## src/rtl/nvsc_pkg.sv

```systemverilog
package nvsc_pkg;

  // Bus geometry
  localparam int ADDR_W    = 15;
  localparam int DATA_W    = 8;
  localparam int SEQ_W     = 14;
  localparam int SEQ_STEPS = 6;

  // Clock rate and timing figures
  localparam int CLK_HZ            = 20_000_000;
  localparam int CLK_NS            = 50;
  localparam int STORE_TIME_MS     = 10;
  localparam int RECALL_TIME_US    = 20;
  localparam int PU_RECALL_TIME_US = 650;
  localparam int SOFT_STORE_CYC    = STORE_TIME_MS * (CLK_HZ / 1000);
  localparam int SOFT_RECALL_CYC   = RECALL_TIME_US * (CLK_HZ / 1_000_000);
  localparam int PU_RECALL_CYC     = PU_RECALL_TIME_US * (CLK_HZ / 1_000_000);

  // Bus phase lengths in clocks (address setup, strobe)
  localparam int SETUP_CYC  = 1;
  localparam int STROBE_CYC = 2;

  // Sequence addresses
  localparam logic [SEQ_W-1:0] SEQ_A1 = 14'h0E38;
  localparam logic [SEQ_W-1:0] SEQ_A2 = 14'h31C7;
  localparam logic [SEQ_W-1:0] SEQ_A3 = 14'h03E0;
  localparam logic [SEQ_W-1:0] SEQ_A4 = 14'h3C1F;
  localparam logic [SEQ_W-1:0] SEQ_A5 = 14'h303F;
  localparam logic [SEQ_W-1:0] SEQ_ST = 14'h0FC0;
  localparam logic [SEQ_W-1:0] SEQ_RC = 14'h0C63;

  // User command codes
  typedef enum logic [1:0] {
    NVSC_CMD_READ,
    NVSC_CMD_WRITE,
    NVSC_CMD_STORE,
    NVSC_CMD_RECALL
  } nvsc_cmd_t;

  // User request bundle
  typedef struct packed {
    nvsc_cmd_t         cmd;
    logic [ADDR_W-1:0] addr;
    logic [DATA_W-1:0] wdata;
  } nvsc_req_t;

  // Pins toward the memory device
  typedef struct packed {
    logic [ADDR_W-1:0] byte_address_bus;
    logic [DATA_W-1:0] byte_data_bus;
    logic              data_oe;
    logic              chip_en_n;
    logic              out_en_n;
    logic              wr_en_n;
  } nvsc_pins_t;

endpackage

```

## src/rtl/nvsc_host.sv

```systemverilog
`timescale 1ns/1ps
module nvsc_host #(
  parameter int STORE_CYC  = nvsc_pkg::SOFT_STORE_CYC,
  parameter int RECALL_CYC = nvsc_pkg::SOFT_RECALL_CYC,
  parameter int PWRUP_CYC  = nvsc_pkg::PU_RECALL_CYC
) (
  // Clock and reset
  input  wire logic                        MCLK_IN,
  input  wire logic                        ARST_N_IN,
  // User request port
  input  wire logic                        REQ_VALID_IN,
  input  wire nvsc_pkg::nvsc_req_t         REQ_IN,
  output logic                             REQ_READY_OUT,
  // User answer port
  output logic                             RSP_VALID_OUT,
  output logic [nvsc_pkg::DATA_W-1:0]      RSP_RDATA_OUT,
  output logic                             STORE_INHIBIT_OUT,
  // Supply sense, high while supply is above threshold
  input  wire logic                        PWR_OK_IN,
  // Memory pins
  output nvsc_pkg::nvsc_pins_t             MEM_PINS_OUT,
  input  wire logic [nvsc_pkg::DATA_W-1:0] MEM_DQ_IN
);
  import nvsc_pkg::*;

  localparam int TW = 24;

  initial begin
    if (STORE_CYC < 1 || STORE_CYC >= (1 << TW)) $error("STORE_CYC out of range");
    if (RECALL_CYC < 1 || RECALL_CYC >= (1 << TW)) $error("RECALL_CYC out of range");
    if (PWRUP_CYC < 1 || PWRUP_CYC >= (1 << TW)) $error("PWRUP_CYC out of range");
  end

  typedef enum logic [2:0] {
    S_BOOT,    // Waiting for supply and power-up recall
    S_IDLE,    // Ready for a request
    S_SETUP,   // Address settles with strobes high
    S_STROBE,  // Chip enable low
    S_GAP,     // Chip enable high between steps
    S_WAIT     // Device busy with a nonvolatile cycle
  } nvsc_state_t;

  typedef struct packed {
    nvsc_state_t       state;
    nvsc_cmd_t         cmd;
    logic [ADDR_W-1:0] addr;
    logic [DATA_W-1:0] wdata;
    logic [2:0]        step;      // Sequence step 0..5
    logic [1:0]        ph;        // Phase counter
    logic              rsp_v;
    logic [DATA_W-1:0] rdata;
    nvsc_pins_t        pins;
  } nvsc_st_t;

  nvsc_st_t st_reg;
  nvsc_st_t st_next;

  // Supply sense synchroniser
  logic pwr_s1_reg;
  logic pwr_s2_reg;
  logic pwr_prev_reg;

  // Timer hookup
  logic          tmr_load;
  logic [TW-1:0] tmr_count;
  logic          tmr_busy;
  logic          tmr_done;

  // Address for a given sequence step, upper bit held low
  function automatic logic [ADDR_W-1:0] seq_addr(input logic [2:0] s, input nvsc_cmd_t c);
    logic [SEQ_W-1:0] a;
    a = SEQ_A1;
    case (s)
      3'h0: a = SEQ_A1;
      3'h1: a = SEQ_A2;
      3'h2: a = SEQ_A3;
      3'h3: a = SEQ_A4;
      3'h4: a = SEQ_A5;
      default: a = (c == NVSC_CMD_STORE) ? SEQ_ST : SEQ_RC;
    endcase
    return {1'b0, a};
  endfunction

  nvsc_timer #(
    .CNT_W     (TW)
  ) u_timer (
    .clk_in    (MCLK_IN),
    .arst_n_in (ARST_N_IN),
    .load_in   (tmr_load),
    .count_in  (tmr_count),
    .busy_out  (tmr_busy),
    .done_out  (tmr_done)
  );

  // Two-flop supply sense, then edge memory from the second flop
  always_ff @(posedge MCLK_IN or negedge ARST_N_IN) begin
    if (!ARST_N_IN) begin
      pwr_s1_reg   <= 1'b0;
      pwr_s2_reg   <= 1'b0;
      pwr_prev_reg <= 1'b0;
    end else begin
      pwr_s1_reg   <= PWR_OK_IN;
      pwr_s2_reg   <= pwr_s1_reg;
      pwr_prev_reg <= pwr_s2_reg;
    end
  end

  // Main sequencer
  always_comb begin
    st_next   = st_reg;
    tmr_load  = 1'b0;
    tmr_count = '0;
    st_next.rsp_v = 1'b0;
    case (st_reg.state)
      S_BOOT: begin
        // Write enable stays high so recall cannot corrupt the array
        st_next.pins.wr_en_n = 1'b1;
        if (pwr_s2_reg && !pwr_prev_reg) begin
          tmr_load  = 1'b1;
          tmr_count = TW'(PWRUP_CYC);
        end else if (pwr_s2_reg && !tmr_busy && !tmr_load) begin
          st_next.state = S_IDLE;
        end
      end
      S_IDLE: begin
        if (!pwr_s2_reg) begin
          st_next.state = S_BOOT;
        end else if (REQ_VALID_IN) begin
          st_next.cmd   = REQ_IN.cmd;
          st_next.wdata = REQ_IN.wdata;
          st_next.step  = 3'h0;
          st_next.ph    = '0;
          if (REQ_IN.cmd == NVSC_CMD_STORE || REQ_IN.cmd == NVSC_CMD_RECALL) begin
            st_next.addr = seq_addr(3'h0, REQ_IN.cmd);
          end else begin
            st_next.addr = REQ_IN.addr;
          end
          st_next.pins.byte_address_bus = st_next.addr;
          st_next.pins.byte_data_bus    = REQ_IN.wdata;
          st_next.pins.out_en_n         = 1'b1;
          st_next.state                 = S_SETUP;
        end
      end
      S_SETUP: begin
        // Address is stable before any strobe falls
        st_next.pins.chip_en_n = 1'b0;
        if (st_reg.cmd == NVSC_CMD_WRITE) begin
          st_next.pins.wr_en_n  = 1'b0;
          st_next.pins.out_en_n = 1'b1;
          st_next.pins.data_oe  = 1'b1;
        end else begin
          st_next.pins.wr_en_n  = 1'b1;
          st_next.pins.out_en_n = 1'b0;
        end
        st_next.ph    = '0;
        st_next.state = S_STROBE;
      end
      S_STROBE: begin
        // Address held through the whole strobe
        if (st_reg.ph == 2'(STROBE_CYC - 1)) begin
          st_next.pins.chip_en_n = 1'b1;
          st_next.pins.wr_en_n   = 1'b1;
          st_next.pins.out_en_n  = 1'b1;
          st_next.rdata          = MEM_DQ_IN;
          st_next.state          = S_GAP;
        end else begin
          st_next.ph = st_reg.ph + 2'h1;
        end
      end
      S_GAP: begin
        // Data released only after strobes are high again
        st_next.pins.data_oe = 1'b0;
        if (st_reg.cmd == NVSC_CMD_READ || st_reg.cmd == NVSC_CMD_WRITE) begin
          st_next.rsp_v = 1'b1;
          st_next.state = S_IDLE;
        end else if (st_reg.step == 3'(SEQ_STEPS - 1)) begin
          tmr_load      = 1'b1;
          tmr_count     = (st_reg.cmd == NVSC_CMD_STORE) ? TW'(STORE_CYC) : TW'(RECALL_CYC);
          st_next.state = S_WAIT;
        end else begin
          // Steps follow back to back, nothing else intervenes
          st_next.step                  = st_reg.step + 3'h1;
          st_next.addr                  = seq_addr(st_reg.step + 3'h1, st_reg.cmd);
          st_next.pins.byte_address_bus = st_next.addr;
          st_next.state                 = S_SETUP;
        end
      end
      S_WAIT: begin
        // Pins stay idle until the device finishes
        if (tmr_done) begin
          st_next.rsp_v = 1'b1;
          st_next.state = S_IDLE;
        end
      end
      default: st_next.state = S_BOOT;
    endcase
  end

  // State register, pins idle high at reset
  always_ff @(posedge MCLK_IN or negedge ARST_N_IN) begin
    if (!ARST_N_IN) begin
      st_reg                <= '0;
      st_reg.state          <= S_BOOT;
      st_reg.pins.chip_en_n <= 1'b1;
      st_reg.pins.out_en_n  <= 1'b1;
      st_reg.pins.wr_en_n   <= 1'b1;
    end else begin
      st_reg <= st_next;
    end
  end

  // Outputs
  assign REQ_READY_OUT     = (st_reg.state == S_IDLE) && pwr_s2_reg;
  assign RSP_VALID_OUT     = st_reg.rsp_v;
  assign RSP_RDATA_OUT     = st_reg.rdata;
  assign STORE_INHIBIT_OUT = !pwr_s2_reg;
  assign MEM_PINS_OUT      = st_reg.pins;

  AST_WR_OE_HIGH: assert property (@(posedge MCLK_IN) disable iff (!ARST_N_IN)
    !st_reg.pins.wr_en_n |-> st_reg.pins.out_en_n) else $error("output enable low during write");
  AST_WR_NEEDS_CE: assert property (@(posedge MCLK_IN) disable iff (!ARST_N_IN)
    !st_reg.pins.wr_en_n |-> !st_reg.pins.chip_en_n) else $error("write strobe without chip enable");
  AST_ADDR_STABLE: assert property (@(posedge MCLK_IN) disable iff (!ARST_N_IN)
    (!st_reg.pins.chip_en_n && !$past(st_reg.pins.chip_en_n)) |-> $stable(st_reg.pins.byte_address_bus))
    else $error("address moved during strobe");
  AST_CE_TOGGLE: assert property (@(posedge MCLK_IN) disable iff (!ARST_N_IN)
    $fell(st_reg.pins.chip_en_n) |-> ##2 st_reg.pins.chip_en_n) else $error("strobe length wrong");
  AST_SEQ_READ: assert property (@(posedge MCLK_IN) disable iff (!ARST_N_IN)
    (st_reg.cmd inside {NVSC_CMD_STORE, NVSC_CMD_RECALL} && !st_reg.pins.chip_en_n) |-> st_reg.pins.wr_en_n)
    else $error("sequence step is not a read");
  AST_SEQ_MSB: assert property (@(posedge MCLK_IN) disable iff (!ARST_N_IN)
    (st_reg.cmd inside {NVSC_CMD_STORE, NVSC_CMD_RECALL} && !st_reg.pins.chip_en_n)
    |-> !st_reg.pins.byte_address_bus[ADDR_W-1]) else $error("sequence top bit set");
  AST_WAIT_IDLE: assert property (@(posedge MCLK_IN) disable iff (!ARST_N_IN)
    st_reg.state == S_WAIT |-> st_reg.pins.chip_en_n && st_reg.pins.wr_en_n) else $error("access while busy");
  AST_INHIBIT: assert property (@(posedge MCLK_IN) disable iff (!ARST_N_IN)
    !pwr_s2_reg |-> !REQ_READY_OUT && STORE_INHIBIT_OUT) else $error("request taken at low supply");
  // An idle host that loses supply must go back and wait for the recall
  AST_LOW_TO_BOOT: assert property (@(posedge MCLK_IN) disable iff (!ARST_N_IN)
    (st_reg.state == S_IDLE && !pwr_s2_reg) |=> st_reg.state == S_BOOT) else $error("no return to boot at low supply");
  AST_BOOT_WE: assert property (@(posedge MCLK_IN) disable iff (!ARST_N_IN)
    st_reg.state == S_BOOT |-> st_reg.pins.wr_en_n) else $error("write enable low during recall");

endmodule

```

## src/rtl/nvsc_timer.sv

```systemverilog
`timescale 1ns/1ps
// Busy-wait counter: loads a cycle count and pulses done when it runs out
module nvsc_timer #(
  parameter int CNT_W = 24
) (
  // Clock and reset
  input  wire logic             clk_in,
  input  wire logic             arst_n_in,
  // Control
  input  wire logic             load_in,
  input  wire logic [CNT_W-1:0] count_in,
  // Status
  output logic                  busy_out,
  output logic                  done_out
);
  import nvsc_pkg::*;

  initial begin
    if (CNT_W < 2) $error("CNT_W too small");
  end

  typedef struct packed {
    logic [CNT_W-1:0] cnt;   // Remaining cycles
    logic             busy;  // Counting
    logic             done;  // One-cycle end pulse
  } nvsc_tmr_t;

  nvsc_tmr_t st_reg;
  nvsc_tmr_t st_next;

  // Count down; a load restarts the count even while busy
  always_comb begin
    st_next      = st_reg;
    st_next.done = 1'b0;
    if (load_in) begin
      st_next.cnt  = count_in;
      st_next.busy = 1'b1;
    end else if (st_reg.busy) begin
      if (st_reg.cnt <= CNT_W'(1)) begin
        st_next.busy = 1'b0;
        st_next.done = 1'b1;
        st_next.cnt  = '0;
      end else begin
        st_next.cnt = st_reg.cnt - CNT_W'(1);
      end
    end
  end

  // State register
  always_ff @(posedge clk_in or negedge arst_n_in) begin
    if (!arst_n_in) begin
      st_reg <= '0;
    end else begin
      st_reg <= st_next;
    end
  end

  assign busy_out = st_reg.busy;
  assign done_out = st_reg.done;

endmodule

```

## config.mk

```make
export PLATFORM = sky130hd
export DESIGN_NAME = nvsc_host
export DESIGN_NICKNAME = d
export VERILOG_FILES = /design/src/rtl/nvsc_pkg.sv /design/src/rtl/nvsc_host.sv /design/src/rtl/nvsc_timer.sv
export SDC_FILE = /design/constraint.sdc
export NUM_CORES = 1
export LEC_CHECK = 0
export ABC_CLOCK_PERIOD_IN_PS = 3000
export BUFFER_PORTS_ARGS = -buffer_cell sky130_fd_sc_hd__buf_2
export CAP_MARGIN = 0
export CELL_PAD_IN_SITES_DETAIL_PLACEMENT = 1
export CELL_PAD_IN_SITES_GLOBAL_PLACEMENT = 1
export CORE_UTILIZATION = 43
export CTS_CLUSTER_DIAMETER = 80
export DETAILED_ROUTE_END_ITERATION = 12
export PLACE_DENSITY = 0.9
export RECOVER_POWER = 50
export SETUP_SLACK_MARGIN = 0.05
export SLEW_MARGIN = 5
export SYNTH_ARGS = -nofsm -noshare
export SYNTH_HDL_FRONTEND = slang
export SYNTH_SLANG_ARGS = --single-unit
```

## constraint.sdc

```tcl
create_clock -name MCLK_IN -period 3 [get_ports MCLK_IN]
set_clock_uncertainty 0.1 [all_clocks]
set_input_delay 0.75 -clock MCLK_IN [delete_from_list [all_inputs] [get_ports MCLK_IN]]
set_output_delay 0.75 -clock MCLK_IN [all_outputs]
set_load 0.01 [all_outputs]
```

# == After elaboration in Yosys (flattened, before gate mapping) ==
# Cells that the tools add are included.
# W data, S select, Z words.
# totals
out_inout_bits,38
elab_cells,123
ff_bits,75
# classes
n_mux,49
reduce_logical,26
n_addsub,3
order_cmp,1
n_eq_ne,26
# ops
op,count
$pmux W14 S5,1
$mux W18,3
$mux W23,2
$mux W15,3
$pmux W18 S2,1
$mux W33,1
$mux W3,10
$pmux W15 S2,1
$mux W26,1
$mux W25,1
$le A24 B1 Y1 const B,1
$mux W24,1
$sub A24 B1 Y24 const B,1
$ne A2 B2 Y1 const B,9
$pmux W3 S6,1
$mux W14,1
$eq A3 B2 Y1 const B,4
$eq A3 B3 Y1 const B,4
$mux W10,1
$reduce_and A5 Y1,2
$mux W1,9
$pmux W1 S2,4
$reduce_and A2 Y1,4
$reduce_and A4 Y1,2
20 further kinds,37

# == Depth between registers and ports, before layout ==
# Gate-level depths: netlist of the first run.
# depth
word_depth,6
ltp_mapped,8
ltp_nobuf,7

# == Hierarchy ==
# A second synthesis of the first run with hierarchy kept.
# unflattened
hier_cells,479
hier_area_um2,4423.0
# by_module_without_submodules
module,area_each_um2,cells_each,seq_area_each_um2,n_inst
nvsc_host,2721.4,285,1229.9,1
nvsc_timer,1701.6,194,650.6,1

# == Worst setup path before layout of the first run ==
# No wires, ideal clock.
# synth_timing
path_kind,flip-flop to flip-flop
from,register u_timer.st_reg[6] (netlist name)
to,register u_timer.st_reg[21] (netlist name)
path_buffers,2
setup_time_ns,0.127
synth_period_minus_slack_ns,2.490
stages_incl_launch_ff,8
arrival_time_ns,2.263
setup_slack_ns,0.510
cell_sequence,dfrtp_1 -> buf_6 -> or4_4 -> or4_1 -> buf_2 -> or4_4 -> a31oi_1 -> mux2i_1
# synth_between
elab_chain_len,4
# synth_lines
item,line_no,source
from (decl),nvsc_timer.sv:28,nvsc_tmr_t st_reg;
from (signal assigned),nvsc_timer.sv:54,st_reg <= st_next;
$sub A24 B1 Y24 or $le A24 B1 Y1 (tied branches),"nvsc_timer.sv:44, nvsc_timer.sv:39",
$mux W24 (*),nvsc_timer.sv:39,if (st_reg.cnt <= CNT_W'(1)) begin
$mux W26 (*),nvsc_timer.sv:38,end else if (st_reg.busy) begin
$mux W25 (*),nvsc_timer.sv:35,if (load_in) begin
# Every way passes the cells marked *; elsewhere a longest branch is shown, timed or not. The select of a mux whose other input is x is not followed.
# A chain may end at the register's enable or synchronous reset.

# == Final worst setup path of the first run ==
# layout_timing
from,register u_timer.st_reg[8] (netlist name)
to,register u_timer.st_reg[21] (netlist name)
# Same word-level chain as after synthesis.

==> results of run 1 <==
critical path, stage by stage (launching register included):
cell     delay (ps)
dfrtp_1         450
or4_4           570
or4_1           680
or4_4           470
a31oi_1         180
mux2i_1          90
power breakdown:
| group | total, W | internal (W) | switching (W) |
|---|---|---|---|
| clock network | 0.000890 | 0.000475 | 0.000415 |
| logic | 0.00179 | 0.000806 | 0.000987 |
| registers | 0.00184 | 0.00143 | 0.000408 |
| total | 0.00452 | 0.00271 | 0.00181 |
cell families after synthesis:
| group | share of synthesized area |
|---|---|
| flip-flops | 0.456 |
| multiplexers | 0.0570 |
| AND/OR/NAND/NOR | 0.201 |
| AO/OA/AOI/OAI | 0.165 |
| buffers and inverters | 0.0943 |
| adder cells (fa/ha/maj) | 0.0243 |
| XOR/XNOR | 0.00212 |
final cells by class:
class / instances / share of cell area
Clock buffer: 9 / 0.0268
Multi-Input combinational cell: 292 / 0.402
Sequential cell: 75 / 0.407
Timing Repair Buffer: 87 / 0.0972
Inverter: 13 / 0.0106
Tap cell: 129 / 0.0349
Clock inverter: 7 / 0.0214
placed cells by master, fill, tap and decap left out, types with 4 or more instances in the layout:
master	instances
a211oi_1	5
a21oi_1	19
a31oi_1	18
and2_1	6
buf_2	64
buf_4	11
clkbuf_1	11
clkbuf_8	9
dfrtp_1	72
ha_1	8
inv_1	13
mux2_2	20
nand2_1	34
nand2b_1	6
nand3_1	13
nand3b_1	5
nor2_1	40
nor3_1	13
nor4_1	10
o211ai_1	6
o21ai_0	23
o22a_1	4
worst max path at each step:
stage	start	endpoint	slack, ps	cells after the start
after CTS	u_timer.st_reg[8]$_DFFE_PN0P_	u_timer.st_reg[21]$_DFFE_PN0P_	340	5
after global routing	u_timer.st_reg[8]$_DFFE_PN0P_	u_timer.st_reg[21]$_DFFE_PN0P_	240	5
final	u_timer.st_reg[8]$_DFFE_PN0P_	u_timer.st_reg[21]$_DFFE_PN0P_	340	5
after global placement	u_timer.st_reg[8]$_DFFE_PN0P_	u_timer.st_reg[21]$_DFFE_PN0P_	400	5
after detailed placement	u_timer.st_reg[8]$_DFFE_PN0P_	u_timer.st_reg[21]$_DFFE_PN0P_	340	5
after floorplan	u_timer.st_reg[6]$_DFFE_PN0P_	u_timer.st_reg[21]$_DFFE_PN0P_	510	7
metrics by stage:
stage               setup slack (ps)  instances  hold slack, ps  cell area (µm²)
global placement                 403        596             236             4420
global route                     244        612             262             4620
detailed placement               345        596             238             4420
CTS                              339        612             247             4640
floorplan                        510        433             231             4130
finish                           343        612             245             4620
per-layer routing:
metal,vias up,global-route usage
met1,1749,0.286
met2,100,0.397
li1,1626,-
met5,-,0
met3,30,0.0320
met4,0,0.119
==> impl_metrics.env, run 1 <==
export IMPL_period_minus_slack_ps=2660
export IMPL_maxCapViolCount=0
export IMPL_multi_input_area_um2=1860
export IMPL_leakage_nw=2.07
export IMPL_place_congestion=0.911
export IMPL_slew_violations=0
export IMPL_top_layer="met4"
export IMPL_crit_type="flip-flop to flip-flop"
export IMPL_drtPass1Iterations=4
export IMPL_critPathMaxFanout=8
export IMPL_cp_arrival_ps=2790
export IMPL_fin_util=0.498
export IMPL_die_y_um=100
export IMPL_cts_root_buffer="clkbuf_8"
export IMPL_path_clk_slew_ps=90
export IMPL_wl_met3_um=399
export IMPL_r2r_end="u_timer.st_reg[21]$_DFFE_PN0P_"
export IMPL_ys_warn_count=0
export IMPL_finalSetupTns_ps=0
export IMPL_ys_ff_latch=75
export IMPL_ys_async_sr_fraction=1.00
export IMPL_avgSynthCellArea_um2=9.53
export IMPL_io_buffers=74
export IMPL_clk_path_buf_depth=2
export IMPL_gr_total_overflow=0
export IMPL_rrSetupSlack_ps=340
export IMPL_setup_viol=0
export IMPL_start_util=0.444
export IMPL_drc=0
export IMPL_grt_total_usage=0.232
export IMPL_viasPerCell=5.73
export IMPL_required_ps=3140
export IMPL_fin_crit_sh=0.886
export IMPL_grt_pass1_wl_um=18100
export IMPL_cts_resized=0
export IMPL_ff2ff_path_depth=5
export IMPL_cts_tree="done"
export IMPL_largest_reg_flops=27
export IMPL_syn_to_final_growth_pct=11.9
export IMPL_yosysMostFrequentCell="dfrtp_1"
export IMPL_seq_area_frac_synth=0.456
export IMPL_grt_max_degree=43
export IMPL_routedWlPerCell_um=17.5
export IMPL_fin_nets=523
export IMPL_finalHoldViolCount=0
export IMPL_ys_types=59
export IMPL_ant_nets=0
export IMPL_cellPowerDensity_nw_per_um2=978
export IMPL_diodes=0
export IMPL_drt_iter0_markers=153
export IMPL_met2_length_um=5450
export IMPL_status="finished clean"
export IMPL_synthesis_area_um2=4130
export IMPL_peakVddDrop_v=0.000316
export IMPL_core_area_um2=9280
export IMPL_hold_start="pwr_s1_reg$_DFF_PN0_"
export IMPL_synthDominantAreaCellType="dfrtp_1"
export IMPL_holdBufCountCts=0
export IMPL_clock_latency_ps=350
export IMPL_synth_area_top_cells="dfrtp_1 44%, buf_4 6.4%, mux2_2 5.5%"
export IMPL_syn_num_nets=478
export IMPL_holdPathStages=0
export IMPL_endpoint_kind="flip-flop"
export IMPL_synth_edf_count=0
export IMPL_reg2reg_from="u_timer.st_reg[8]$_DFFE_PN0P_"
export IMPL_die_w_um=100
export IMPL_holdPathEnd="pwr_s2_reg$_DFF_PN0_"
export IMPL_totalPowerFinal_w=0.00452
export IMPL_start_kind="flip-flop"
export IMPL_rsz0062_at_grt="no"
export IMPL_synth_top_cells_by_count="72 x dfrtp_1, 40 x nor2_1, 35 x buf_4"
export IMPL_dp_hpwl_um=7580
export IMPL_hold_class="flip-flop to flip-flop"
export IMPL_routed_via_count=3505
export IMPL_layout_drive_gt1_share=0.255
export IMPL_relSlewSlack=0.310
export IMPL_seq_area_um2=1880
export IMPL_cts_made_buffers=9
export IMPL_pin_count=75
export IMPL_syn_inst=433
export IMPL_antenna_found_initial=0
export IMPL_n_fill_cell=1093
export IMPL_grt_pass1_vias=3635
export IMPL_post_cts_buffers=0
export IMPL_tightest_slew_ps=1030
export IMPL_rows=35
export IMPL_wirelength_um=10700
export IMPL_fmax_mhz=376
export IMPL_htreeDepth=3
export IMPL_synth_top_area_frac=0.437
export IMPL_die_area_um2=9990
export IMPL_synth_ff_type="dfrtp_1"
export IMPL_cts_sinks=75
export IMPL_wl_met1_um=4570
Note: power is estimated with default switching activity, not from simulation.
==> run 2: changes to the inputs <==
--- a/config.mk
+++ b/config.mk
@@ -13,9 +13,11 @@
 export CORE_UTILIZATION = 43
 export CTS_CLUSTER_DIAMETER = 80
 export DETAILED_ROUTE_END_ITERATION = 12
+export GPL_TIMING_DRIVEN = 0
 export PLACE_DENSITY = 0.9
 export RECOVER_POWER = 50
 export SETUP_SLACK_MARGIN = 0.05
+export SKIP_CTS_REPAIR_TIMING = 1
 export SLEW_MARGIN = 5
 export SYNTH_ARGS = -nofsm -noshare
 export SYNTH_HDL_FRONTEND = slang
==> run 2 against run 1 <==
- worst hold slack improved by 1.6 ps
- power increased by 4.6%
- first-iteration DRC count down 16%
- clock power down 11%
- register-to-register slack worse by 80 ps
- global-route usage is 0.59 points higher
- critical path type unchanged
- critical endpoint is now u_timer.st_reg[25]$_DFFE_PN0P_
==> impl_metrics.env, run 2 (synthesis gave the netlist of run 1 again) <==
export IMPL_n_fill_cell=1118
export IMPL_critPathMaxFanout=10
export IMPL_wirelength_um=11300
export IMPL_core_area_um2=9280
export IMPL_routed_via_count=3649
export IMPL_dp_cells=636
export IMPL_cts_made_buffers=9
export IMPL_final_cells=652
export IMPL_die_w_um=100
export IMPL_fin_crit_sh=0.911
export IMPL_largest_reg_flops=27
export IMPL_clock_latency_ps=370
export IMPL_diodes=0
export IMPL_die_area_um2=9990
export IMPL_fin_nets=563
export IMPL_io_buffers=73
export IMPL_cellPowerDensity_nw_per_um2=970
export IMPL_cp_arrival_ps=2870
export IMPL_leakage_nw=2.21
export IMPL_seqPwrFrac=0.381
export IMPL_cts_root_buffer="clkbuf_8"
export IMPL_maxCapViolCount=0
export IMPL_start_kind="flip-flop"
export IMPL_cts_sinks=75
export IMPL_rsz0062_at_grt="no"
export IMPL_start_util=0.444
export IMPL_die_y_um=100
export IMPL_final_cell_mix="72 x dfrtp_1, 66 x buf_2, 40 x nor2_1"
export IMPL_routedWlPerCell_um=17.4
export IMPL_peakVddDrop_v=0.000274
export IMPL_grt_total_usage=0.238
export IMPL_power_internal_w=0.00286
export IMPL_tightest_slew_ps=1340
export IMPL_required_ps=3140
export IMPL_crit_type="flip-flop to flip-flop"
export IMPL_totalPowerFinal_w=0.00473
export IMPL_slew_violations=0
export IMPL_ant_nets=0
export IMPL_period_minus_slack_ps=2730
export IMPL_finalSetupTns_ps=0
export IMPL_gr_total_overflow=0
export IMPL_p_clk_frac=0.167
export IMPL_grt_pass1_wl_um=18700
export IMPL_syn_to_final_growth_pct=18.0
export IMPL_drt_iter0_markers=128
export IMPL_endpoint_kind="flip-flop"
export IMPL_multi_input_area_um2=1860
export IMPL_place_congestion=0.895
export IMPL_fmax_mhz=366
export IMPL_relSlewSlack=0.106
export IMPL_combPwrFrac=0.452
export IMPL_clk_path_buf_depth=2
export IMPL_seq_area_um2=1880
export IMPL_layout_drive_gt1_share=0.289
export IMPL_dp_hpwl_um=8140
export IMPL_swShare=0.395
export IMPL_finalHoldViolCount=0
export IMPL_viasPerCell=5.60
export IMPL_path_clk_slew_ps=90
export IMPL_drc=0
export IMPL_rows=35
export IMPL_drtPass1Iterations=4
export IMPL_status="finished clean"
export IMPL_pin_count=75
export IMPL_cts_tree="done"
export IMPL_rrSetupSlack_ps=270
export IMPL_setup_viol=0
export IMPL_htreeDepth=3
export IMPL_grt_max_degree=54
export IMPL_hold_class="flip-flop to flip-flop"
export IMPL_timing_hold_ws_ps=246
export IMPL_fin_util=0.525
export IMPL_layout_commonest_cell="dfrtp_1"
export IMPL_grt_pass1_vias=3955
export IMPL_switchingPower_w=0.00186
export IMPL_antenna_found_initial=0
## run 2: cell count changes in the layout (fill, tap and decap cells not counted), moves of 2 or more
cell and change:
buf_2 +2, inv_6 -2, buf_1 +2, clkbuf_1 +11, clkinv_4 +2, buf_4 +24
## run 2: path summary, 6_finish.rpt
kind | from | end | cells after the start
max | u_timer.st_reg[8]$_DFFE_PN0P_ | u_timer.st_reg[25]$_DFFE_PN0P_ | 7
min | pwr_s1_reg$_DFF_PN0_ | pwr_s2_reg$_DFF_PN0_ | 0
max reg2reg | u_timer.st_reg[8]$_DFFE_PN0P_ | u_timer.st_reg[25]$_DFFE_PN0P_ | 7
min reg2reg | pwr_s1_reg$_DFF_PN0_ | pwr_s2_reg$_DFF_PN0_ | 0
max in group asynchronous | ARST_N_IN | u_timer.st_reg[13]$_DFFE_PN0P_ | 2
min in group asynchronous | ARST_N_IN | MEM_PINS_OUT[15]$_DFFE_PN0P_ | 1
## run 2: layer usage
layer | share of wire | global-route usage | wire, µm
met1 | 0.42 | 0.276 | 4760
met2 | 0.52 | 0.425 | 5960
met3 | 0.030 | 0.0432 | 338
met4 | 0.026 | 0.111 | 293
met5 | 0 | 0 | 0
## run 2: through the flow
| stage | worst slack (ps) | instance area (µm²) |
|---|---|---|
| 2_1_floorplan | 510 | 4130 |
| 3_3_place_gp | 242 | 4650 |
| 3_5_place_dp | 132 | 4680 |
| 4_1_cts | 91.8 | 4880 |
| 5_1_grt | 118 | 4870 |
| 6_report | 266 | 4870 |
## run 2: final cells by class
type / count / share of cell area
Clock buffer: 10 / 0.0262
Sequential cell: 75 / 0.386
Buffer: 53 / 0.0701
Inverter: 13 / 0.0100
Tap cell: 129 / 0.0331
Clock inverter: 6 / 0.0136
Timing Repair Buffer: 74 / 0.0784
Multi-Input combinational cell: 292 / 0.382
## run 2: worst max-delay path, cell delays in order (launching register included)
cell	delay, ps
dfrtp_1	460
nor4_1	600
nand3_1	270
o21a_1	280
clkbuf_1	280
clkbuf_2	280
a32oi_1	220
o21ai_0	110
## run 2: power groups by stage
stage | clock network [W] | registers, W | logic (W)
6_report | 0.000789 | 0.00180 | 0.00214
5_1_grt | 0.000837 | 0.00186 | 0.00235
4_1_cts | 0.000800 | 0.00180 | 0.00217
3_5_place_dp | 0 | 0.00180 | 0.00214
3_3_place_gp | 0 | 0.00176 | 0.00202
2_1_floorplan | 0 | 0.00169 | 0.00157
